==> src/core/psr_defines.svh <==
`ifndef PSR_DEFINES_SVH
`define PSR_DEFINES_SVH
`define PSR_BIT_RIE 23
`define PSR_BIT_NMI 22
`define PSR_PREV_SET_LSB 16
`define PSR_CUR_SET_LSB 10
`define PSR_LVL_LSB 4
`define PSR_LVL_W 6
`define PSR_BIT_EXT_HND 3
`define PSR_BIT_EXC_HND 2
`define PSR_BIT_U 1
`define PSR_BIT_GIE 0
`define PSR_RSV_LSB 24
`define PSR_RST_RIE 1'b1
`define PSR_CTL_INDEX 5'h0
`endif

==> src/core/psr_pkg.sv <==
package psr_pkg;
  typedef enum logic [1:0] {
    PSR_EV_NONE,
    PSR_EV_EXC,
    PSR_EV_BRK,
    PSR_EV_IRQ
  } psr_event_t;
endpackage

==> src/core/psr_core.sv <==
`timescale 1ns/100ps
`include "psr_defines.svh"
// Function
// RL1: regset enable gates same-set external interrupts
// RL2: without controller, regset enable reads one
// RL3: nmi flag read-only, set on nmi
// RL4: previous regset copy rules with MMU
// RL5: regset copy after state save
// RL6: regset fields sized to set count
// RL7: software writes valid previous regset only
// RL8: current regset read-only, zero on exceptions
// RL9: level must exceed threshold
// RL10: external handler flag set on interrupt
// RL11: exception handler set on every exception
// RL12: miss class from exception handler bit
// RL13: no MMU keeps handler, user zero
// RL14: user bit selects privilege level
// RL15: global enable gates maskable interrupts
// RL16: bits 31 to 24 reserved
// RL17: absent fields read as zero
// RL18: control access only in supervisor
// RL19: software writes zeros to reserved bits
// RL20: software never sets handler and user
// RL21: entry updates take effect together
module psr_core #(
  parameter bit HAS_IRQ_CTRL = 1'b1,
  parameter bit HAS_MMU = 1'b1,
  parameter int NUM_SETS = 8,
  parameter int RS_W = (NUM_SETS > 1) ? $clog2(NUM_SETS) : 1
) (
  input wire logic clk,
  input wire logic reset,
  input wire logic ctl_wr,
  input wire logic ctl_rd,
  input wire logic [4:0] ctl_index,
  input wire logic [31:0] ctl_wdata,
  output logic [31:0] ctl_rdata,
  output logic ctl_denied,
  input wire psr_pkg::psr_event_t entry_event,
  input wire logic irq_valid,
  input wire logic irq_nmi,
  input wire logic [`PSR_LVL_W-1:0] irq_level,
  input wire logic [RS_W-1:0] irq_set,
  output logic irq_take,
  output logic [31:0] saved_state,
  input wire logic tlb_miss,
  output logic tlb_double_miss,
  output logic user_mode,
  output logic [RS_W-1:0] current_regset
);
  import psr_pkg::*;

  // shadow sets need the controller port; otherwise only set 0 exists
  localparam bit SHADOW = HAS_IRQ_CTRL && (NUM_SETS > 1);

  logic gie_ff, nxt_gie;
  logic user_ff, nxt_user;
  logic exc_hnd_ff, nxt_exc_hnd;
  logic ext_hnd_ff, nxt_ext_hnd;
  logic [`PSR_LVL_W-1:0] lvl_thr_ff, nxt_lvl_thr;
  logic [RS_W-1:0] cur_set_ff, nxt_cur_set;
  logic [RS_W-1:0] prev_set_ff, nxt_prev_set;
  logic nmi_ff, nxt_nmi;
  logic rie_ff, nxt_rie;
  logic [31:0] saved_ff, nxt_saved;
  logic [31:0] rdata_ff, nxt_rdata;
  logic [31:0] state_word;
  logic rie_eff;
  logic gate_take;
  logic acc_ok;
  logic wr_ok;
  logic rd_ok;

  // state register selected and caller in supervisor mode
  function automatic logic state_access(input logic [4:0] index, input logic user);
    return (index == `PSR_CTL_INDEX) && !user; // RL18
  endfunction

  // fields passed in explicitly so every caller re-evaluates on any field change
  function automatic logic [31:0] pack_state(
    input logic gie,
    input logic user,
    input logic exc_hnd,
    input logic ext_hnd,
    input logic [`PSR_LVL_W-1:0] lvl_thr,
    input logic [RS_W-1:0] cur_set,
    input logic [RS_W-1:0] prev_set,
    input logic nmi,
    input logic rie
  );
    logic [31:0] w;
    w = 32'h0000_0000; // RL16 RL17
    w[`PSR_BIT_GIE] = gie;
    w[`PSR_BIT_U] = user;
    w[`PSR_BIT_EXC_HND] = exc_hnd;
    w[`PSR_BIT_EXT_HND] = ext_hnd;
    w[`PSR_LVL_LSB +: `PSR_LVL_W] = lvl_thr;
    w[`PSR_CUR_SET_LSB +: RS_W] = cur_set; // RL6
    w[`PSR_PREV_SET_LSB +: RS_W] = prev_set; // RL6
    w[`PSR_BIT_NMI] = nmi;
    w[`PSR_BIT_RIE] = rie;
    return w;
  endfunction

  assign rie_eff = SHADOW ? rie_ff : 1'b1; // RL2

  always_comb begin
    state_word = pack_state(gie_ff, user_ff, exc_hnd_ff, ext_hnd_ff, lvl_thr_ff, cur_set_ff, prev_set_ff, nmi_ff,
      rie_eff);
  end

  psr_irq_gate #(.RS_W(RS_W), .LVL_W(`PSR_LVL_W)) psr_irq_gate_inst (
    .gie(gie_ff),
    .rie(rie_eff),
    .level_thr(lvl_thr_ff),
    .cur_set(cur_set_ff),
    .req_valid(irq_valid && HAS_IRQ_CTRL),
    .req_nmi(irq_nmi),
    .req_level(irq_level),
    .req_set(irq_set),
    .take(gate_take)
  );
  assign irq_take = gate_take;

  assign acc_ok = state_access(ctl_index, user_ff);
  assign wr_ok = ctl_wr && acc_ok; // RL18
  assign rd_ok = ctl_rd && acc_ok; // RL18
  // a user-mode access is flagged at once and leaves the state untouched
  assign ctl_denied = (ctl_wr || ctl_rd) && user_ff; // RL18

  always_comb begin
    nxt_gie = gie_ff;
    nxt_user = user_ff;
    nxt_exc_hnd = exc_hnd_ff;
    nxt_ext_hnd = ext_hnd_ff;
    nxt_lvl_thr = lvl_thr_ff;
    nxt_cur_set = cur_set_ff;
    nxt_prev_set = prev_set_ff;
    nxt_nmi = nmi_ff;
    nxt_rie = rie_ff;
    nxt_saved = saved_ff;
    // read data stands for one cycle and is zero otherwise
    nxt_rdata = rd_ok ? state_word : 32'h0000_0000;
    // entry has priority over a software write in the same cycle
    if (entry_event != PSR_EV_NONE) begin
      nxt_saved = state_word; // RL5
      if (!HAS_MMU || entry_event == PSR_EV_BRK || exc_hnd_ff == 1'b0) begin
        nxt_prev_set = cur_set_ff; // RL4 RL5
      end
      nxt_user = 1'b0;
      nxt_gie = 1'b0;
      if (HAS_MMU) begin
        nxt_exc_hnd = 1'b1; // RL11
      end
      if (entry_event == PSR_EV_IRQ && HAS_IRQ_CTRL) begin
        nxt_ext_hnd = 1'b1; // RL10
        nxt_nmi = irq_nmi; // RL3
        nxt_cur_set = irq_set;
        nxt_lvl_thr = irq_level;
      end else begin
        nxt_cur_set = '0; // RL8
      end
    end else if (wr_ok) begin
      nxt_gie = ctl_wdata[`PSR_BIT_GIE]; // RL15
      nxt_user = HAS_MMU && ctl_wdata[`PSR_BIT_U]; // RL14 RL13
      nxt_exc_hnd = HAS_MMU && ctl_wdata[`PSR_BIT_EXC_HND]; // RL11 RL13
      nxt_ext_hnd = HAS_IRQ_CTRL && ctl_wdata[`PSR_BIT_EXT_HND];
      nxt_lvl_thr = HAS_IRQ_CTRL ? ctl_wdata[`PSR_LVL_LSB +: `PSR_LVL_W] : '0;
      nxt_prev_set = SHADOW ? ctl_wdata[`PSR_PREV_SET_LSB +: RS_W] : '0; // RL7
      nxt_rie = ctl_wdata[`PSR_BIT_RIE];
    end
    if (!SHADOW) begin
      nxt_cur_set = '0; // RL17
      nxt_prev_set = '0;
    end
  end

  // all entry updates land on one edge
  always_ff @(posedge clk or posedge reset) begin // RL21
    if (reset) begin
      gie_ff <= 1'b0;
      user_ff <= 1'b0;
      exc_hnd_ff <= 1'b0;
      ext_hnd_ff <= 1'b0;
      lvl_thr_ff <= '0;
      cur_set_ff <= '0;
      prev_set_ff <= '0;
      nmi_ff <= 1'b0;
      rie_ff <= `PSR_RST_RIE;
      saved_ff <= 32'h0000_0000;
      rdata_ff <= 32'h0000_0000;
    end else begin
      gie_ff <= nxt_gie;
      user_ff <= nxt_user;
      exc_hnd_ff <= nxt_exc_hnd;
      ext_hnd_ff <= nxt_ext_hnd;
      lvl_thr_ff <= nxt_lvl_thr;
      cur_set_ff <= nxt_cur_set;
      prev_set_ff <= nxt_prev_set;
      nmi_ff <= nxt_nmi;
      rie_ff <= nxt_rie;
      saved_ff <= nxt_saved;
      rdata_ff <= nxt_rdata;
    end
  end

  assign ctl_rdata = rdata_ff;
  assign saved_state = saved_ff;
  assign tlb_double_miss = tlb_miss && exc_hnd_ff; // RL12
  assign user_mode = user_ff; // RL14
  assign current_regset = cur_set_ff;

  AST_RSV_ZERO: assert property (@(posedge clk) disable iff (reset) // RL16
    state_word[31:`PSR_RSV_LSB] == 8'h00) else $error("reserved bits nonzero");
  AST_EH_SET: assert property (@(posedge clk) disable iff (reset) // RL11
    (entry_event != PSR_EV_NONE && HAS_MMU) |=> exc_hnd_ff) else $error("handler bit not set on entry");
  AST_CRS_ZERO: assert property (@(posedge clk) disable iff (reset) // RL8
    (entry_event inside {PSR_EV_EXC, PSR_EV_BRK}) |=> cur_set_ff == '0) else $error("current set not cleared");
  AST_PRS_COPY: assert property (@(posedge clk) disable iff (reset) // RL4
    (entry_event == PSR_EV_BRK) |=> prev_set_ff == (SHADOW ? $past(cur_set_ff) : '0))
    else $error("previous set not copied");
  AST_PRS_KEEP: assert property (@(posedge clk) disable iff (reset) // RL4
    (HAS_MMU && exc_hnd_ff && entry_event inside {PSR_EV_EXC, PSR_EV_IRQ}) |=> $stable(prev_set_ff))
    else $error("previous set copied while handler active");
  AST_SAVE: assert property (@(posedge clk) disable iff (reset) // RL5
    (entry_event != PSR_EV_NONE) |=> saved_ff == $past(state_word)) else $error("state not saved");
  AST_IH_SET: assert property (@(posedge clk) disable iff (reset) // RL10
    (entry_event == PSR_EV_IRQ && HAS_IRQ_CTRL) |=> ext_hnd_ff) else $error("external handler flag not set");
  AST_NMI_SET: assert property (@(posedge clk) disable iff (reset) // RL3
    (entry_event == PSR_EV_IRQ && HAS_IRQ_CTRL && irq_nmi) |=> state_word[`PSR_BIT_NMI]) else $error("nmi not set");
  AST_LEVEL: assert property (@(posedge clk) disable iff (reset) // RL9
    (irq_take && !irq_nmi) |-> (irq_level > lvl_thr_ff && gie_ff)) else $error("level gate broken");
  AST_RIE: assert property (@(posedge clk) disable iff (reset) // RL1
    (irq_take && irq_set == cur_set_ff) |-> rie_eff) else $error("same set taken");
  AST_NO_MMU: assert property (@(posedge clk) disable iff (reset) // RL13
    !HAS_MMU |-> (!exc_hnd_ff && !user_ff)) else $error("handler or user set without mmu");
  AST_DENY: assert property (@(posedge clk) disable iff (reset) // RL18
    (user_ff && ctl_wr) |=> $stable(gie_ff) || entry_event != PSR_EV_NONE || $past(entry_event) != PSR_EV_NONE)
    else $error("user write took effect");
  AST_RD_DENY: assert property (@(posedge clk) disable iff (reset) // RL18
    (ctl_rd && user_ff) |=> ctl_rdata == 32'h0000_0000) else $error("user read returned data");
  COV_IRQ: cover property (@(posedge clk) disable iff (reset) entry_event == PSR_EV_IRQ);
  COV_BRK: cover property (@(posedge clk) disable iff (reset) entry_event == PSR_EV_BRK);
  COV_WR: cover property (@(posedge clk) disable iff (reset) wr_ok);
  COV_DBL: cover property (@(posedge clk) disable iff (reset) tlb_double_miss);
  COV_NMI: cover property (@(posedge clk) disable iff (reset) entry_event == PSR_EV_IRQ && irq_nmi);
endmodule

==> src/core/psr_irq_gate.sv <==
`timescale 1ns/100ps
`include "psr_defines.svh"
// decides whether an external interrupt request may be taken now
module psr_irq_gate #(
  parameter int RS_W = 3,
  parameter int LVL_W = 6
) (
  input wire logic gie,
  input wire logic rie,
  input wire logic [LVL_W-1:0] level_thr,
  input wire logic [RS_W-1:0] cur_set,
  input wire logic req_valid,
  input wire logic req_nmi,
  input wire logic [LVL_W-1:0] req_level,
  input wire logic [RS_W-1:0] req_set,
  output logic take
);
  logic same_set_ok;
  logic maskable_ok;
  always_comb begin
    same_set_ok = rie || (req_set != cur_set); // RL1
    maskable_ok = gie && (req_level > level_thr); // RL9 RL15
    take = req_valid && same_set_ok && (req_nmi || maskable_ok);
  end
endmodule

==> config.mk <==
export PLATFORM = sky130hd
export DESIGN_NAME = psr_core
export DESIGN_NICKNAME = d
export VERILOG_FILES = /design/src/core/psr_pkg.sv /design/src/core/psr_core.sv /design/src/core/psr_irq_gate.sv
export VERILOG_INCLUDE_DIRS = /design/src /design/src/core
export SDC_FILE = /design/constraint.sdc
export NUM_CORES = 1
export LEC_CHECK = 0
export ABC_AREA = 1
export ABC_CLOCK_PERIOD_IN_PS = 1900
export BUFFER_PORTS_ARGS = -buffer_cell sky130_fd_sc_hd__buf_2
export CORE_MARGIN = 10
export CORE_UTILIZATION = 45
export CTS_CLUSTER_SIZE = 25
export DETAILED_ROUTE_END_ITERATION = 12
export PLACE_DENSITY_LB_ADDON = 0.08
export SLEW_MARGIN = 30
export SYNTH_ARGS = -nofsm -noshare
export SYNTH_HDL_FRONTEND = slang
export SYNTH_SLANG_ARGS = --single-unit
==> constraint.sdc <==
create_clock -name clk -period 1.9 [get_ports clk]
set_input_delay 0.095 -clock clk [delete_from_list [all_inputs] [get_ports clk]]
set_output_delay 0.095 -clock clk [all_outputs]
set_load 0.01 [all_outputs]
==> impl_metrics.tcl <==
set metrics [dict create \
    vias_per_cell 4.52 \
    ys_ff_latch 54 \
    start_util 0.468 \
    final.setup.tns_ns 0 \
    slowest_stage "dfrtp_1" \
    critPathArrivalTime_ns 1.67 \
    reg2reg_depth 7 \
    fp.coreArea_um2 5540 \
    crit_type "register to output pin" \
    cp_num_buf_inv 2 \
    finalHoldViolations 0 \
    route.detailed.drc 0 \
    dpl.cell_count 440 \
    grt_max_degree 25 \
    grt_pass1_wl_mm 10.2 \
    insertion_delay_ns 0.31 \
    final.setup_skew_ns 0.00825 \
    met2_length_mm 2.91 \
    rsz0062_at_grt "false" \
    die_y_um 95.9 \
    wl_mm 6.41 \
    syn2layout_area_growth_pct 20.2 \
    path_max_fanout 3 \
    final_max_slew_viol_count 0 \
    wire_per_inst_um 14.1 \
    ys_types 24 \
    grtUsageTotal 0.140 \
    power_frac_seq 0.516 \
    wl_met1_mm 2.77 \
    synth_top_area_share 0.511 \
    htreeDepth 2 \
    setup_viol 0 \
    vias 2052 \
    max_cap_violations 0 \
    fp-row-count 27 \
    cts_tree "yes" \
    overflow 0 \
    ys_seq_area_frac 0.521 \
    ir_worst_vdd_uv 345 \
    max_clock_freq_mhz 566 \
    crit_cells 9 \
    yosysTopAreaCell "dfrtp_1" \
    drive_gt1_frac 0.296 \
    cpLargestDelayFamily "simple AND/OR/NAND/NOR gates" \
    synth_cells 295 \
    io_pins 126 \
    finalNetCount 442 \
    p_per_area_nw_per_um2 803 \
    internal-power_mw 1.80 \
    stdcell_count 454 \
    worstPathCellList "inv_1 > ha_1 > nand2_1 > nor2_2 > nand2_1 > nand3_1 > nand2_1 > a21oi_2 > buf_2" \
    synth_area_leaders "dfrtp_1, nand2_1, buf_4" \
    cts_root_buffer "clkbuf_8" \
    clkTransAtPathRegs_ns 0.10 \
    power_frac_comb 0.175 \
    cts.path.max_buffers 2 \
    die_x_um 95.9 \
    required_ns 1.80 \
    highest_layer "met4" \
    hold_class "input pin to register" \
    avgSynthCellArea_um2 8.79 \
    place.gp.congestion 0.769 \
    antennaDiodeCount 0 \
    slowest_delay_ns 0.35 \
    end_kind "output pin" \
    clock_sinks 54 \
    ant_nets 0 \
    layout_min_cycle_time_ns 1.77 \
    drtPass1Iterations 4 \
    finalPower_mw 2.50 \
    numCtsBuffers 5 \
    antenna_found_initial 0 \
    syn-cell-area_um2 2590 \
    finalCritPeriodShare 0.930 \
    path_common_cell "nand2_1" \
    grt_pass1_vias 2080 \
    p_switching_mw 0.706 \
    drtIter0Drc 69 \
    port_buffers 79 \
    status "finished, final reports clean" \
    p_leak_nw 1.82 \
    die_area_um2 9200 \
    yosysWarnings 0 \
    met3_length_um 666 \
    switching_share 0.282 \
    min_path_cells 3 \
    setup.worst_path.start_class "register" \
    hpwl_mm 4.93 \
    clock_power_share 0.309 \
]
## layout by cell type (no fill, tap or decap), drive strengths merged
master,Yosys,layout
a21oi,4,4
buf,37,85
bufinv,0,1
clkbuf,0,5
clkinvlp,0,2
conb,1,29
dfrtp,53,53
dfstp,1,1
dlygate4sd3,0,3
ha,6,6
inv,30,30
mux2i,1,1
nand2,89,89
nand3,18,18
nor2,29,29
o21ai,22,22
o22ai,1,1
or2,2,2
xnor2,1,1
## power groups by stage
stage | clock, mW | combinational (mW) | sequential (mW)
finish | 0.774 | 0.439 | 1.29
global route | 0.838 | 0.505 | 1.30
CTS | 0.797 | 0.420 | 1.29
detailed placement | 0 | 0.413 | 1.31
global placement | 0 | 0.405 | 1.31
floorplan | 0 | 0.275 | 1.33
## layer usage
metal  vias to the layer above  GRT usage
li1                       1024          -
met1                       941      0.179
met2                        83      0.221
met3                         4     0.0467
met4                         0     0.0418
met5                         -          0
## sequential cells by signal (all words and copies together) (netlist names)
| name | flops |
|---|---|
| ctl_rdata | 18 |
| current_regset | 3 |
| exc_hnd_ff | 1 |
| ext_hnd_ff | 1 |
| gie_ff | 1 |
| lvl_thr_ff | 6 |
| nmi_ff | 1 |
| prev_set_ff | 3 |
| rie_eff | 1 |
| saved_state | 18 |
| user_mode | 1 |
## tightest hold or removal path, cell delays in order
cell    delay [ns]
buf_2         0.08
nor2_1        0.03
nor2_1        0.08
## repair_timing
item	in CTS	in global routing
resized for setup	0	7
setup buffers	0	3
setup endpoints to repair	0	1
hold buffers	3	0
endpoints found under the hold margin	23	0
## area by class of cell
class | instances | area [um^2]
Inverter | 30 | 113
Tap cell | 72 | 90.1
Clock buffer | 5 | 68.8
Fill cell | 541 | 2420
Clock inverter | 3 | 45.0
Multi-Input combinational cell | 202 | 978
Sequential cell | 54 | 1350
Timing Repair Buffer | 88 | 470
## worst paths after layout
kind | to | startpoint | slack [ns]
hold / removal | exc_hnd_ff | ctl_wdata[2] | 0.02
max in group asynchronous | prev_set_ff[0] | reset | 0.95
setup reg to reg | lvl_thr_ff[2] | user_mode | 0.50
setup / recovery | irq_take | lvl_thr_ff[3] | 0.13
min in group asynchronous | saved_state[17] | reset | 0.35
hold reg to reg | saved_state[12] | saved_state[12] | 0.48
## cells in the mapped netlist (all sizes together)
library cell,n
a21oi,4
dfrtp,53
xnor2,1
dfstp,1
o21ai,22
mux2i,1
nand3,18
or2,2
nor2,29
inv,30
o22ai,1
buf,37
nand2,89
conb,1
ha,6
## logic make-up (layout without fill, tap and decap cells)
family,count (synthesis),count (layout),share of synthesized area
buffers and inverters,67,126,0.150
AOI/OAI and AO/OA,27,27,0.0526
other,1,29,0.00145
adders and majority gates,6,6,0.0289
xor gates and xnor gates,1,1,0.00338
DFF,54,54,0.521
muxes,1,1,0.00386
and+or+nand+nor,138,138,0.238
## per-stage QoR
stage | setup slack (ns) | hold slack, ns | utilization | instance area (um^2)
6_report | 0.132 | 0.0244 | 0.563 | 3120
2_1_floorplan | 0.492 | 0.209 | - | 2700
4_1_cts | 0.0199 | 0.0230 | 0.555 | 3070
5_1_grt | 0.00826 | 0.0458 | 0.563 | 3120
3_3_place_gp | 0.446 | 0.142 | 0.529 | 2930
3_5_place_dp | 0.381 | 0.141 | 0.529 | 2930
(Power assumes the default switching activity.)
